**src/core/qrs_pkg.sv**
```systemverilog
// Purpose: shared constants and carriers of the quasi-resonant switch timing block
// Assumes: 50 MHz core clock, comparator results arrive as digital levels
// Notes: times are kept in their own unit; cycle counts derive from them
package qrs_pkg;
   // ************************************************************
   // clock and timing
   // ************************************************************
   localparam int CLK_HZ = 50000000;
   localparam int CLK_NS = 1000000000 / CLK_HZ;
   // least times round up, longest times round down
   localparam int SW_BLANK_NS = 190;
   localparam int SW_BLANK_CYC = (SW_BLANK_NS + CLK_NS - 1) / CLK_NS;
   localparam int OVP_BLANK_US = 100;
   localparam int OVP_BLANK_CYC = (OVP_BLANK_US * 1000 + CLK_NS - 1) / CLK_NS;
   localparam int MIN_FREQ_HZ = 20000;
   localparam int OFF_MAX_CYC = CLK_HZ / MIN_FREQ_HZ;
   localparam int LEB_NS = 220;
   localparam int LEB_CYC = (LEB_NS + CLK_NS - 1) / CLK_NS;
   localparam int ON_MAX_NS = 22000;
   localparam int ON_MAX_CYC = ON_MAX_NS / CLK_NS;
   localparam int SUP_SHORT_NS = 2500;
   localparam int SUP_SHORT_CYC = (SUP_SHORT_NS + CLK_NS - 1) / CLK_NS;
   localparam int SUP_LONG_NS = 5000;
   localparam int SUP_LONG_CYC = (SUP_LONG_NS + CLK_NS - 1) / CLK_NS;
   localparam int STEP_MS = 48;
   localparam int STEP_CYC = STEP_MS * (CLK_HZ / 1000);
   localparam int BEB_MS = 24;
   localparam int BEB_CYC = BEB_MS * (CLK_HZ / 1000);
   // ************************************************************
   // counters
   // ************************************************************
   localparam logic [2:0] VALLEY_MAX = 3'h7;
   localparam logic [2:0] VALLEY_MIN = 3'h0;
   localparam logic [2:0] SETPT_MIN = 3'h1;
   localparam logic [2:0] SETPT_MAX = 3'h7;
   localparam logic [2:0] BURST_SETPT = 3'h7;
   // ************************************************************
   // register map (byte addresses) and reset values
   // ************************************************************
   localparam logic [7:0] REG_CTRL = 8'h00;
   localparam logic [7:0] REG_STATUS = 8'h04;
   localparam logic [7:0] REG_MASK = 8'h08;
   localparam logic [7:0] REG_STATE = 8'h0c;
   localparam logic [7:0] REG_CL_BASE = 8'h10;
   localparam logic [7:0] REG_LINE_START = 8'h14;
   localparam logic [7:0] CL_BASE_RST = 8'hff;
   localparam logic [7:0] LINE_START_RST = 8'h40;
   localparam int CTRL_EN_BIT = 0;
   // status / mask bit positions
   localparam int EV_OVP = 0;
   localparam int EV_SW = 1;
   localparam int EV_BURST = 2;
   localparam int EV_OFFMAX = 3;
   localparam int EV_ONMAX = 4;
   localparam int EV_CLIMIT = 5;
   localparam int EV_W = 6;
   // ************************************************************
   // carriers
   // ************************************************************
   typedef struct packed {
      logic valley_below;   // sense below valley detect threshold
      logic ovp_above;      // sense above output overvoltage threshold
      logic sup_sel_above;  // sense above suppression select threshold
      logic pwm_trip;       // scaled current above feedback level
      logic climit_trip;    // current above line-adjusted limit
      logic sw_trip;        // current above shorted winding threshold
      logic fb_above_low;
      logic fb_above_high;
      logic fb_above_reset;
      logic fb_below_burst; // feedback below burst entry threshold
      logic burst_exit;     // feedback above burst leave threshold
      logic [7:0] line_code; // line-sense current, digitised
   } qrs_cmp_t;
   typedef struct packed {
      logic [7:0] addr;
      logic [31:0] wdata;
      logic wr;
      logic rd;
   } qrs_bus_t;
endpackage : qrs_pkg

```
**src/core/qrs_switch_timing.sv**
```systemverilog
// Purpose: switch-on/off decision logic of a quasi-resonant flyback controller
// Assumes: comparator inputs are asynchronous levels; line code changes slowly
// Notes: one clock; ce low freezes every flip-flop
//
// Summary of operation
// valley counter saturates between 0 and 7, never wraps
// while off, each falling crossing below valley threshold adds one
// valley counter clears whenever the gate turns on
// overvoltage during off-time held past fixed blanking latches off
// low sense level selects long suppression, otherwise short suppression
// gate stays low for the whole suppression interval after turn-off
// after suppression, gate turns on when valley count reaches setpoint
// gate turns on after maximum off-time regardless, keeping the off-time within one 20 kHz period
// scaled current above feedback level turns the switch off
// pwm and current-limit comparators ignored during leading-edge blanking after turn-on
// gate forced off once on longer than maximum on-time
// current-limit trip after blanking turns gate off immediately
// shorted winding trip held past spike blanking latches off
// line current above start lowers the peak current limit by the excess
// burst set when feedback low, setpoint 7, held for 24 ms
// setpoint 1..7 steps every 48 ms from feedback thresholds
// setpoint forced to 1 on burst exit and at start-up
// comparators synchronised; intervals counted in clock cycles, configurable
//
// Local design decisions: the placing of the registers and the plain strobed port.
`timescale 1ns/100ps
`default_nettype none
module qrs_switch_timing #(
   parameter int P_LEB = qrs_pkg::LEB_CYC,
   parameter int P_ON_MAX = qrs_pkg::ON_MAX_CYC,
   parameter int P_OFF_MAX = qrs_pkg::OFF_MAX_CYC,
   parameter int P_SUP_SHORT = qrs_pkg::SUP_SHORT_CYC,
   parameter int P_SUP_LONG = qrs_pkg::SUP_LONG_CYC,
   parameter int P_OVP_BLANK = qrs_pkg::OVP_BLANK_CYC,
   parameter int P_SW_BLANK = qrs_pkg::SW_BLANK_CYC,
   parameter int P_STEP = qrs_pkg::STEP_CYC,
   parameter int P_BEB = qrs_pkg::BEB_CYC
) (
   // clock, reset, enable
   input wire logic clk,
   input wire logic nrst,
   input wire logic ce,
   // analog comparator results
   input wire qrs_pkg::qrs_cmp_t cmp_in,
   // register port
   input wire qrs_pkg::qrs_bus_t bus_in,
   output logic [31:0] rdata,
   output logic irq,
   // power stage
   output logic gate_drive_output,
   output logic [7:0] current_limit,
   output logic burst_active,
   output logic latched_off
);
   localparam int CW = 24;

   // ************************************************************
   // elaboration checks
   // ************************************************************
   if (P_OFF_MAX <= P_SUP_LONG || P_SUP_LONG < P_SUP_SHORT || P_SUP_SHORT < 1) begin : g_chk_sup
      $error("suppression intervals must be ordered and below maximum off-time");
   end
   if (P_ON_MAX <= P_LEB || P_LEB < 1 || P_STEP < 1 || P_BEB < 1) begin : g_chk_on
      $error("blanking must be shorter than maximum on-time");
   end
   if (P_STEP >= 2 ** CW || P_BEB >= 2 ** CW || P_OVP_BLANK >= 2 ** CW) begin : g_chk_w
      $error("interval too long for counter width");
   end

   // ************************************************************
   // state
   // ************************************************************
   typedef struct packed {
      qrs_pkg::qrs_cmp_t s1;
      qrs_pkg::qrs_cmp_t s2;

      logic prev_below;
      logic gate;
      logic [2:0] valley;
      logic [2:0] setpt;

      logic [CW-1:0] on_cnt;
      logic [CW-1:0] off_cnt;
      logic [CW-1:0] ovp_cnt;
      logic [CW-1:0] sw_cnt;
      logic [CW-1:0] step_cnt;
      logic [CW-1:0] beb_cnt;

      logic seen_low;
      logic seen_high;
      logic seen_reset;
      logic burst;
      logic latched;

      logic en;
      logic [qrs_pkg::EV_W-1:0] status;
      logic [qrs_pkg::EV_W-1:0] mask;
      logic [7:0] cl_base;
      logic [7:0] line_start;
      logic [7:0] climit;
      logic [31:0] rdata;
      logic irq;
   } qrs_state_t;

   qrs_state_t st_ff;
   qrs_state_t nxt_st;
   qrs_pkg::qrs_cmp_t c;

   logic [CW-1:0] sup_len;
   logic sup_done;
   logic blank_done;
   logic turn_on;
   logic turn_off;
   logic on_max_hit;
   logic off_max_hit;
   logic step_end;
   logic burst_cond;

   logic [7:0] excess;
   logic [qrs_pkg::EV_W-1:0] ev;
   logic [qrs_pkg::EV_W-1:0] w1c;

   assign c = st_ff.s2;

   // ************************************************************
   // next-state logic
   // ************************************************************
   always_comb begin
      nxt_st = st_ff;
      ev = '0;

      // two flip-flop synchroniser on every comparator level
      nxt_st.s1 = cmp_in;
      nxt_st.s2 = st_ff.s1;
      nxt_st.prev_below = c.valley_below;

      // suppression length follows the sense level; a live choice tracks the ring decay
      sup_len = c.sup_sel_above ? CW'(P_SUP_SHORT) : CW'(P_SUP_LONG);
      sup_done = st_ff.off_cnt >= sup_len;
      off_max_hit = st_ff.off_cnt >= CW'(P_OFF_MAX - 1);
      blank_done = st_ff.on_cnt >= CW'(P_LEB);
      on_max_hit = st_ff.on_cnt >= CW'(P_ON_MAX - 1);

      // on/off decisions; burst pulses and latch keep the gate low
      turn_on = !st_ff.gate && st_ff.en && !st_ff.latched && !st_ff.burst &&
                ((sup_done && st_ff.valley >= st_ff.setpt) || off_max_hit);
      turn_off = st_ff.gate && (!st_ff.en || st_ff.latched || on_max_hit ||
                 (blank_done && (c.pwm_trip || c.climit_trip)));

      if (turn_on) begin
         nxt_st.gate = 1'b1;
         nxt_st.on_cnt = '0;
         nxt_st.valley = qrs_pkg::VALLEY_MIN;
         ev[qrs_pkg::EV_OFFMAX] = !(sup_done && st_ff.valley >= st_ff.setpt);
      end else if (turn_off) begin
         nxt_st.gate = 1'b0;
         nxt_st.off_cnt = '0;
         ev[qrs_pkg::EV_ONMAX] = on_max_hit;
         ev[qrs_pkg::EV_CLIMIT] = blank_done && c.climit_trip;
      end else if (st_ff.gate) begin
         nxt_st.on_cnt = st_ff.on_cnt + 1'b1;
      end else begin
         if (!off_max_hit) begin
            nxt_st.off_cnt = st_ff.off_cnt + 1'b1;
         end
         // falling crossing counts once, saturating at the top
         if (c.valley_below && !st_ff.prev_below && st_ff.valley != qrs_pkg::VALLEY_MAX) begin
            nxt_st.valley = st_ff.valley + 3'h1;
         end
      end

      // overvoltage watch during off-time
      if (!st_ff.gate && c.ovp_above) begin
         nxt_st.ovp_cnt = st_ff.ovp_cnt + 1'b1;
         if (st_ff.ovp_cnt >= CW'(P_OVP_BLANK - 1) && !st_ff.latched) begin
            nxt_st.latched = 1'b1;
            ev[qrs_pkg::EV_OVP] = 1'b1;
         end
      end else begin
         nxt_st.ovp_cnt = '0;
      end

      // shorted winding watch during on-time; short spikes fall away
      if (st_ff.gate && !st_ff.burst && c.sw_trip) begin
         nxt_st.sw_cnt = st_ff.sw_cnt + 1'b1;
         if (st_ff.sw_cnt >= CW'(P_SW_BLANK - 1) && !st_ff.latched) begin
            nxt_st.latched = 1'b1;
            ev[qrs_pkg::EV_SW] = 1'b1;
         end
      end else begin
         nxt_st.sw_cnt = '0;
      end

      // setpoint stepping on a fixed period from what feedback did in it
      step_end = st_ff.step_cnt >= CW'(P_STEP - 1);
      nxt_st.seen_low = st_ff.seen_low | c.fb_above_low;
      nxt_st.seen_high = st_ff.seen_high | c.fb_above_high;
      nxt_st.seen_reset = st_ff.seen_reset | c.fb_above_reset;
      if (step_end) begin
         nxt_st.step_cnt = '0;
         nxt_st.seen_low = 1'b0;
         nxt_st.seen_high = 1'b0;
         nxt_st.seen_reset = 1'b0;
         if (st_ff.seen_reset) begin
            nxt_st.setpt = qrs_pkg::SETPT_MIN;
         end else if (st_ff.seen_high) begin
            if (st_ff.setpt != qrs_pkg::SETPT_MIN) begin
               nxt_st.setpt = st_ff.setpt - 3'h1;
            end
         end else if (!st_ff.seen_low && st_ff.setpt != qrs_pkg::SETPT_MAX) begin
            nxt_st.setpt = st_ff.setpt + 3'h1;
         end
      end else begin
         nxt_st.step_cnt = st_ff.step_cnt + 1'b1;
      end

      // burst entry needs both conditions for the whole blanking time
      burst_cond = c.fb_below_burst && st_ff.setpt == qrs_pkg::BURST_SETPT;
      if (st_ff.burst) begin
         nxt_st.beb_cnt = '0;
         if (c.burst_exit) begin
            nxt_st.burst = 1'b0;
            nxt_st.setpt = qrs_pkg::SETPT_MIN;
            nxt_st.step_cnt = '0;
         end
      end else if (burst_cond) begin
         nxt_st.beb_cnt = st_ff.beb_cnt + 1'b1;
         if (st_ff.beb_cnt >= CW'(P_BEB - 1)) begin
            nxt_st.burst = 1'b1;
            ev[qrs_pkg::EV_BURST] = 1'b1;
         end
      end else begin
         nxt_st.beb_cnt = '0;
      end

      // line correction: the excess over start lowers the limit, floor at zero
      excess = (c.line_code > st_ff.line_start) ? c.line_code - st_ff.line_start : 8'h00;
      nxt_st.climit = (st_ff.cl_base > excess) ? st_ff.cl_base - excess : 8'h00;

      // register writes; a status set in the clearing cycle survives
      w1c = '0;
      if (bus_in.wr) begin
         case (bus_in.addr)
            qrs_pkg::REG_CTRL: nxt_st.en = bus_in.wdata[qrs_pkg::CTRL_EN_BIT];
            qrs_pkg::REG_STATUS: w1c = bus_in.wdata[qrs_pkg::EV_W-1:0];
            qrs_pkg::REG_MASK: nxt_st.mask = bus_in.wdata[qrs_pkg::EV_W-1:0];
            qrs_pkg::REG_CL_BASE: nxt_st.cl_base = bus_in.wdata[7:0];
            qrs_pkg::REG_LINE_START: nxt_st.line_start = bus_in.wdata[7:0];
            default: ;
         endcase
      end

      nxt_st.status = (st_ff.status & ~w1c) | ev;
      nxt_st.irq = |(nxt_st.status & nxt_st.mask);

      // read data stands only in the cycle after the strobe
      nxt_st.rdata = 32'h0000_0000;
      if (bus_in.rd) begin
         case (bus_in.addr)
            qrs_pkg::REG_CTRL: nxt_st.rdata = {31'h0, st_ff.en};
            qrs_pkg::REG_STATUS: nxt_st.rdata = {26'h0, st_ff.status};
            qrs_pkg::REG_MASK: nxt_st.rdata = {26'h0, st_ff.mask};
            qrs_pkg::REG_STATE: nxt_st.rdata = {15'h0, st_ff.climit, st_ff.latched,
                                                st_ff.burst, st_ff.gate,
                                                st_ff.setpt, st_ff.valley};
            qrs_pkg::REG_CL_BASE: nxt_st.rdata = {24'h0, st_ff.cl_base};
            qrs_pkg::REG_LINE_START: nxt_st.rdata = {24'h0, st_ff.line_start};
            default: nxt_st.rdata = 32'h0000_0000;
         endcase
      end
   end

   // ************************************************************
   // state register
   // ************************************************************
   always_ff @(posedge clk) begin
      if (!nrst) begin
         st_ff <= '0;
         // the few fields whose reset value is not zero
         st_ff.setpt <= qrs_pkg::SETPT_MIN;
         st_ff.cl_base <= qrs_pkg::CL_BASE_RST;
         st_ff.line_start <= qrs_pkg::LINE_START_RST;
      end else if (ce) begin
         st_ff <= nxt_st;
      end
   end

   assign gate_drive_output = st_ff.gate;
   assign current_limit = st_ff.climit;
   assign burst_active = st_ff.burst;
   assign latched_off = st_ff.latched;
   assign rdata = st_ff.rdata;
   assign irq = st_ff.irq;

   // ************************************************************
   // checks
   // ************************************************************
   a_valley_clear: assert property (@(posedge clk) disable iff (!nrst)
      $rose(st_ff.gate) |-> st_ff.valley == 3'h0)
      else $error("valley count not cleared at turn-on");

   a_valley_sat: assert property (@(posedge clk) disable iff (!nrst)
      (st_ff.valley == 3'h7 && !turn_on) |=> st_ff.valley == 3'h7)
      else $error("valley count wrapped");

   a_sup_hold: assert property (@(posedge clk) disable iff (!nrst)
      $rose(st_ff.gate) |-> $past(st_ff.off_cnt) >= CW'(P_SUP_SHORT))
      else $error("gate rose inside suppression");

   a_on_cause: assert property (@(posedge clk) disable iff (!nrst)
      $rose(st_ff.gate) |-> ($past(st_ff.valley) >= $past(st_ff.setpt) ||
                             $past(st_ff.off_cnt) >= CW'(P_OFF_MAX - 1)))
      else $error("gate rose without cause");

   a_off_max: assert property (@(posedge clk) disable iff (!nrst || !ce)
      (!st_ff.gate && st_ff.en && !st_ff.latched && !st_ff.burst &&
       st_ff.off_cnt >= CW'(P_OFF_MAX - 1)) |=> st_ff.gate)
      else $error("maximum off-time not enforced");

   a_leb_min: assert property (@(posedge clk) disable iff (!nrst)
      ($fell(st_ff.gate) && $past(st_ff.en) && !$past(st_ff.latched)) |->
      $past(st_ff.on_cnt) >= CW'(P_LEB))
      else $error("pulse shorter than blanking");

   a_on_max: assert property (@(posedge clk) disable iff (!nrst)
      st_ff.gate |-> st_ff.on_cnt < CW'(P_ON_MAX))
      else $error("maximum on-time exceeded");

   a_trip_off: assert property (@(posedge clk) disable iff (!nrst || !ce)
      (st_ff.gate && blank_done && (c.pwm_trip || c.climit_trip)) |=> !st_ff.gate)
      else $error("current trip did not end pulse");

   a_burst_entry: assert property (@(posedge clk) disable iff (!nrst)
      $rose(st_ff.burst) |-> $past(st_ff.setpt) == 3'h7 && $past(c.fb_below_burst))
      else $error("burst entered without conditions");

   a_setpt_range: assert property (@(posedge clk) disable iff (!nrst)
      st_ff.setpt >= 3'h1)
      else $error("setpoint below one");

   a_burst_exit: assert property (@(posedge clk) disable iff (!nrst)
      $fell(st_ff.burst) |-> st_ff.setpt == 3'h1)
      else $error("setpoint not reset on burst exit");
endmodule : qrs_switch_timing
`default_nettype wire

```
**config.mk**
```make
export PLATFORM = sky130hd
export DESIGN_NAME = qrs_switch_timing
export DESIGN_NICKNAME = d
export VERILOG_FILES = /design/src/core/qrs_pkg.sv /design/src/core/qrs_switch_timing.sv
export SDC_FILE = /design/constraint.sdc
export NUM_CORES = 1
export LEC_CHECK = 0
export BUFFER_PORTS_ARGS = -buffer_cell sky130_fd_sc_hd__buf_4
export CORE_MARGIN = 3
export CORE_UTILIZATION = 25
export CTS_CLUSTER_DIAMETER = 40
export CTS_CLUSTER_SIZE = 20
export DETAILED_ROUTE_END_ITERATION = 7
export GPL_TIMING_DRIVEN = 1
export HOLD_SLACK_MARGIN = 0.1
export PLACE_DENSITY = 0.4
export SLEW_MARGIN = 15
export SYNTH_ARGS = -nofsm -noshare
export SYNTH_HDL_FRONTEND = slang
export SYNTH_SLANG_ARGS = --single-unit
```
**constraint.sdc**
```tcl
create_clock -name clk -period 8.5 [get_ports clk]
set_input_delay 0.425 -clock clk [delete_from_list [all_inputs] [get_ports clk]]
set_output_delay 0.425 -clock clk [all_outputs]
set_load 0.005 [all_outputs]
```
==> results_dict.tcl, run 1 <==
set metrics [dict create \
    status "complete, no violations" \
    area_growth_pct 23.99 \
    p_leak_uw 0.005838 \
    timing.fmax_ghz 0.2390 \
    drv_cap 0 \
    synth_top_family_by_area "simple AND/OR/NAND/NOR gates" \
    clock_latency_ps 580 \
    powerDensity_mw_per_mm2 228.1 \
    nets 1579 \
    seq_area_frac_synth_pct 41.01 \
    die_x_um 226.9 \
    synth.area.top_cells "dfxtp_1 (41%), mux2i_1 (5.3%), nor2b_1 (4.5%), nor2_1 (4.4%), ha_1 (3.8%)" \
    wirelength_um 31680 \
    drv_slew 0 \
    synth_edf_count 0 \
    cp_data_arrival_time_ps 4640 \
    post_drt_via_cell_ratio 4.603 \
    tightest_slew_ps 970.4 \
    synth_ff_type "dfxtp_1" \
    wl_per_cell_um 14.87 \
    hpwl_um 21170 \
    cp-start-kind "register" \
    synth_mux_area_share_pct 5.423 \
    diodes 0 \
    synth_top_area_cell "dfxtp_1" \
    drcViolationCount 0 \
    synth-simple-area-share_pct 25.45 \
    synth_area_per_cell_sq_um 8.686 \
    synth_compound_area_share_pct 11.89 \
    rsz0062_at_grt "no" \
    final_util_pct 31.56 \
    row_count 80 \
    crit_path_end_kind "register" \
    yosys_warnings 0 \
    drt_iter0_drc 430 \
    final_layout_size_suffix_gt1_share_pct 11.68 \
    dieArea_sq_mm 0.05150 \
    ctsResizeCount 0 \
    synthAdderAreaFrac_pct 4.121 \
    setup_tns_ps 0 \
    crit_chain "inv_1 > ha_1 > inv_1 > fa_1 > a21o_1 > a21oi_1 > o21bai_1 > a21oi_1 > nand2b_1 > a21oi_1 > nor2b_1 > ha_1 > inv_1 > fa_1 > a21o_1 > a21oi_1 > o21ai_0 > o211ai_1 > a21oi_1 > a32oi_1 > nor2b_1" \
    drtPass1Iterations 4 \
    cts_buffer_depth 3 \
    cts_setup_buffers 0 \
    cp_common_cell "a21oi_1" \
    gp_congestion 0.7803 \
    crit_required_ps 8950 \
    vias 9805 \
    total_power_uw 3452 \
    htreeDepth 2 \
    cts-buffers-inserted 53 \
    fp.coreArea_sq_mm 0.04795 \
    cts-root-buf "clkbuf_16" \
    ant_nets 0 \
    synth_cell_type_count 72 \
    clk_pin_slew_ps 50 \
    fin_crit_ps 4184 \
    synth_seq_cells 250 \
    fin_crit_sh_pct 49.23 \
    initial_utilization_pct 25.45 \
    grt_use_total_pct 12.19 \
    worstSetupPathType "reg -> reg" \
    path_max_fanout 8 \
    ys_async_sr_fraction_pct 0 \
    skew_ps 22.08 \
    io_buffer_count 68 \
    grt_pass1_vias 9474 \
    ctsHoldBuffers 22 \
    antenna_found_initial 0 \
    slowest_delay_ps 440 \
    hold_class "in -> reg" \
    crit_slowest_cell "a21oi_1" \
    grt_max_degree 101 \
    netlist_area_sq_mm 0.01220 \
    setup_viol 0 \
    io_pins 108 \
    synth_xor_xnor_area_share_pct 6.602 \
    synth_top_area_share_pct 41.01 \
    syn_inst 1405 \
    final_cell_mix "dfxtp_1 (250), nor2_1 (142), nand2_1 (121)" \
    die_h_um 226.9 \
    hold_viol 0 \
    grt_pass1_wl_um 51170 \
    ir_drop_mv 0.1231 \
    relSlewSlack_pct 34.81 \
    fillers 4975 \
    gr-total-overflow 0 \
    tritoncts "done" \
    clkSinkCount 250 \
    layout_commonest_cell "dfxtp_1" \
]
[final timing paths]
check / start / to / slack, ps / depth (start not counted)
max reg2reg: c[0] / current_limit[6] / 4320 / 21
max: c[0] / current_limit[6] / 4320 / 21
min reg2reg: st_ff[206] / st_ff[206] / 460 / 2
min: bus_in[7] / st_ff[54] / 150 / 3
[sequential cells by signal, indices dropped and copies added (netlist names)]
signal,cells
st_ff,183
c,19
nxt_st,19
rdata,17
current_limit,8
burst_active,1
gate_drive_output,1
irq,1
latched_off,1
[where the power goes]
group / internal (uW) / switching [uW] / total (uW)
logic: 63.7 / 78.2 / 142
registers: 1190 / 14.2 / 1210
clock network: 1440 / 663 / 2100
[stage by stage]
step                setup slack (ps)  instances  hold WS, ps  cell area, sq um
finish                          4316       2130        152.0             15130
detailed placement              4327       2014        447.0             13080
global placement                4374       2014        447.1             13080
floorplan                       4922       1419        425.4             12260
global route                    3892       2130        136.4             15130
CTS                             4306       2130        109.2             15130
[metal layers]
layer | share of wire [%] | GRT usage (%) | wire length, um
met5 | 0 | 0 | 0
met4 | 2.4 | 3.664 | 775
met3 | 4.2 | 2.901 | 1333
met2 | 43 | 18.90 | 13770
met1 | 50 | 16.86 | 15800
[final cells by class]
type | count | area [sq um] | area share [%]
multi-input combinational | 1035 | 6590 | 43.55
sequential | 250 | 5005 | 33.07
clock buffer | 72 | 1509 | 9.972
timing repair buffer | 98 | 790.8 | 5.226
tap | 615 | 769.5 | 5.085
clock inverter | 22 | 325.3 | 2.150
inverter | 38 | 142.6 | 0.9426
[cells in the mapped netlist, drive strengths merged, types with 4 or more instances]
master and count:
nand2 121, nor3 26, a221oi 5, nand3b 5, mux2i 65, dfxtp 250
o2bb2ai 7, or3 16, or2 4, nand3 60, o31ai 5, and2 11
xnor2 43, a21o 4, a211oi 4, clkbuf 40, xor2 49, buf 56
a32oi 4, nand4 28, or4 10, nand2b 6, a21boi 14, ha 37
nor2 142, o211ai 6, nor2b 88, o22ai 5, a31oi 6, o211a 6
o21bai 4, and3 42, and4 6, inv 38, a21oi 67, nor4 23
o21ai 43, a22oi 24
[cell families (layout without fill, tap and decap cells)]
group / Yosys count / count (layout)
buf+inv: 134 / 230
fa+ha+maj: 39 / 39
flops: 250 / 250
xor+xnor: 92 / 92
compound gates: 223 / 223
mux: 66 / 66
simple gates: 600 / 600
other cells: 1 / 15
[worst max-delay path, delay by kind of cell (launching register included)]
family	cells	cell delay, ps
DFF	1	340
and+or+nand+nor	3	430
adders and majority gates	4	970
AOI/OAI and AO/OA	11	2140
buffers and inverters	3	170
(Power assumes the default switching activity.)
==> run 2, diff against run 1 <==
--- a/config.mk
+++ b/config.mk
@@ -5,6 +5,7 @@
 export SDC_FILE = /design/constraint.sdc
 export NUM_CORES = 1
 export LEC_CHECK = 0
+export ABC_AREA = 1
 export BUFFER_PORTS_ARGS = -buffer_cell sky130_fd_sc_hd__buf_4
 export CORE_MARGIN = 3
 export CORE_UTILIZATION = 25
@@ -13,7 +14,7 @@
 export DETAILED_ROUTE_END_ITERATION = 7
 export GPL_TIMING_DRIVEN = 1
 export HOLD_SLACK_MARGIN = 0.1
-export PLACE_DENSITY = 0.4
+export PLACE_DENSITY = 0.41
 export SLEW_MARGIN = 15
 export SYNTH_ARGS = -nofsm -noshare
 export SYNTH_HDL_FRONTEND = slang
==> constraint.sdc (replaced) <==
create_clock -name clk -period 3.76 [get_ports clk]
set_input_delay 0.188 -clock clk [delete_from_list [all_inputs] [get_ports clk]]
set_output_delay 0.188 -clock clk [all_outputs]
set_load 0.005 [all_outputs]
==> run 2 against run 1 <==
Against the previous run:
- global-route usage up 0.81 points
- synthesized area rose by 7.2%
- combinational power grew to 3.1 times the previous value
- sequential share of layout area fell by 2.3 points
- die area is 7.0% higher
- clock skew is 9.0 ps lower
- synthesized cell count rose by 35%
- clock power increased by 130%
==> results_dict.tcl, run 2 <==
set metrics [dict create \
    final_cell_mix "nand2_1 (395), nor2_1 (302), dfxtp_1 (249)" \
    relSlewSlack_pct 35.25 \
    post_synth_most_frequent_cells "nand2_1 (397), nor2_1 (302), dfxtp_1 (250), inv_1 (191), a21oi_1 (163)" \
    initial_utilization_pct 25.39 \
    wirelength_um 36660 \
    crit_required_ps 4250 \
    synth_cell_type_count 57 \
    drt_iter0_drc 656 \
    hold_slack_ps 160.8 \
    synth_ff_type "dfxtp_1" \
    hpwl_um 25760 \
    synth_edf_count 0 \
    path_max_fanout 4 \
    synth_most_common_cell "nand2_1" \
    tightest_slew_ps 971.2 \
    fillers 5599 \
    io_buffer_count 68 \
    fin_crit_sh_pct 91.11 \
    cts-root-buf "clkbuf_16" \
    p_leak_uw 0.006481 \
    yosys_warnings 0 \
    regMostFlops "st_ff" \
    clk_pin_slew_ps 50 \
    powerDensity_mw_per_mm2 493.7 \
    cts_buffer_depth 3 \
    grt_use_total_pct 12.99 \
    dp.cells 2574 \
    dieArea_sq_mm 0.05510 \
    gr-total-overflow 0 \
    timing.fmax_ghz 0.2919 \
    synth.area.top_cells "dfxtp_1 (38%), nand2_1 (11%), nor2_1 (8.7%), a21oi_1 (6.2%), inv_1 (5.5%)" \
    clkSinkCount 250 \
    row_count 83 \
    drtPass1Iterations 5 \
    fin_cells 2707 \
    die_x_um 234.7 \
    grt_pass1_vias 11673 \
    total_power_uw 8023 \
    seq_area_frac_synth_pct 38.27 \
    io_pins 108 \
    cts-buffers-inserted 54 \
    vias 12156 \
    nets 2087 \
    synth_seq_cells 250 \
    synth-simple-area-share_pct 31.17 \
    fin_crit_ps 3426 \
    largest_reg_flops 183 \
    regArea_sq_mm 0.005006 \
    setup_viol 0 \
    hold_viol 0 \
    netlist_area_sq_mm 0.01308 \
    skew_ps 13.06 \
    synth_area_per_cell_sq_um 6.894 \
    syn_inst 1897 \
    layout_commonest_cell "nand2_1" \
    synthAdderAreaFrac_pct 3.846 \
    diodes 0 \
    area_growth_pct 24.24 \
    antenna_found_initial 0 \
    hold_class "in -> reg" \
    tritoncts "done" \
    cp-start-kind "register" \
    synth_top_family_by_area "simple AND/OR/NAND/NOR gates" \
    ant_nets 0 \
    htreeDepth 2 \
    synth_xor_xnor_area_share_pct 2.344 \
    drv_slew 0 \
    final_util_pct 31.55 \
    gp_congestion 0.8278 \
    grt_pass1_wl_um 59910 \
    setup_tns_ps 0 \
    crit_path_end_kind "register" \
    synth_mux_area_share_pct 0 \
    worstSetupPathType "reg -> reg" \
    die_h_um 234.7 \
    rsz0062_at_grt "yes" \
    synth_top_area_share_pct 38.27 \
    ir_drop_mv 0.2989 \
    ys_async_sr_fraction_pct 0 \
    synth_compound_area_share_pct 14.06 \
    synth_top_area_cell "dfxtp_1" \
    drv_cap 0 \
    clock_latency_ps 570 \
    fp.coreArea_sq_mm 0.05151 \
    wl_per_cell_um 13.54 \
    final_layout_size_suffix_gt1_share_pct 12.38 \
    cp_data_arrival_time_ps 3910 \
    multi_input_area_sq_mm 0.006834 \
    grt_max_degree 72 \
    post_drt_via_cell_ratio 4.491 \
    drcViolationCount 0 \
    status "complete, no violations" \
]
==> run 2: changes by cell type after synthesis, moves of 65 or more <==
cell,delta
mux2i_1,-65
nor2_1,+160
nand2_1,+276
o21ai_0,+82
a21oi_1,+96
nor2b_1,-88
inv_1,+153
==> run 2: timing repair <==
item	in CTS	in global routing
endpoints found under the setup margin	0	8
gates resized for setup	0	22
buffers inserted	0	3
hold endpoints to repair	50	0
hold buffers	31	0
==> run 2: path summary, 6_finish.rpt <==
kind                            startpoint          endpoint  slack (ps)  cells past startpoint
worst max register to register        c[0]  current_limit[6]         330                     27
worst max-delay path                  c[0]  current_limit[6]         330                     27
worst min-delay path            bus_in[36]          rdata[4]         160                      5
worst min register to register  st_ff[213]        st_ff[213]         440                      2
==> run 2: area by class of cell <==
cell class | count | area share [%]
Tap cell | 680 | 5.236
Inverter | 199 | 4.643
Timing Repair Buffer | 112 | 5.652
Clock inverter | 28 | 2.087
Clock buffer | 71 | 9.517
Multi-Input combinational cell | 1367 | 42.06
Sequential cell | 250 | 30.81
==> run 2: worst max-delay path: stages, from the launching register on <==
cell      delay [ps]
dfxtp_2          320
inv_2             50
ha_4             160
inv_4             50
fa_2             210
inv_2             40
o21ai_2          110
nand2_1           80
nand2_1          100
a21oi_2           80
nor2_1           140
nor2_1            60
o21bai_1         130
nand2_1          110
nor2_1           140
ha_2             180
inv_2             40
fa_2             360
nand2_2           70
inv_2             40
o21ai_2          160
nand2_2          100
a21oi_2          130
nor2_1            50
nor2_1           120
xnor2_1          120
nand2_1           70
a21oi_1          130
==> run 2: logic make-up after synthesis <==
| kind of cell | after synthesis |
|---|---|
| other | 1 |
| adder cells (fa/ha/maj) | 39 |
| flip-flops | 250 |
| AND/OR/NAND/NOR | 940 |
| buffers and inverters | 294 |
| AO/OA/AOI/OAI | 338 |
| XOR/XNOR | 35 |
==> run 2: power breakdown <==
group,internal [uW],total (uW),switching [uW]
combinational,168,435,267
clock,3290,4830,1540
sequential,2710,2760,42.2
==> run 2: per-stage QoR <==
step	cell area, sq um	setup WS, ps
global route	16250	-99.13
detailed placement	13970	87.73
floorplan	13130	608.6
finish	16250	334.3
CTS	16170	76.98
global placement	13970	147.0
==> run 2: metal layers <==
metal	wire length (um)	vias to the layer above	part of all wire, %	global-route usage [%]
met3	1352	59	3.7	2.488
li1	-	6334	-	-
met1	17090	5581	47	16.46
met2	17490	182	48	22.40
met4	734	0	2.0	3.803
met5	0	-	0	0
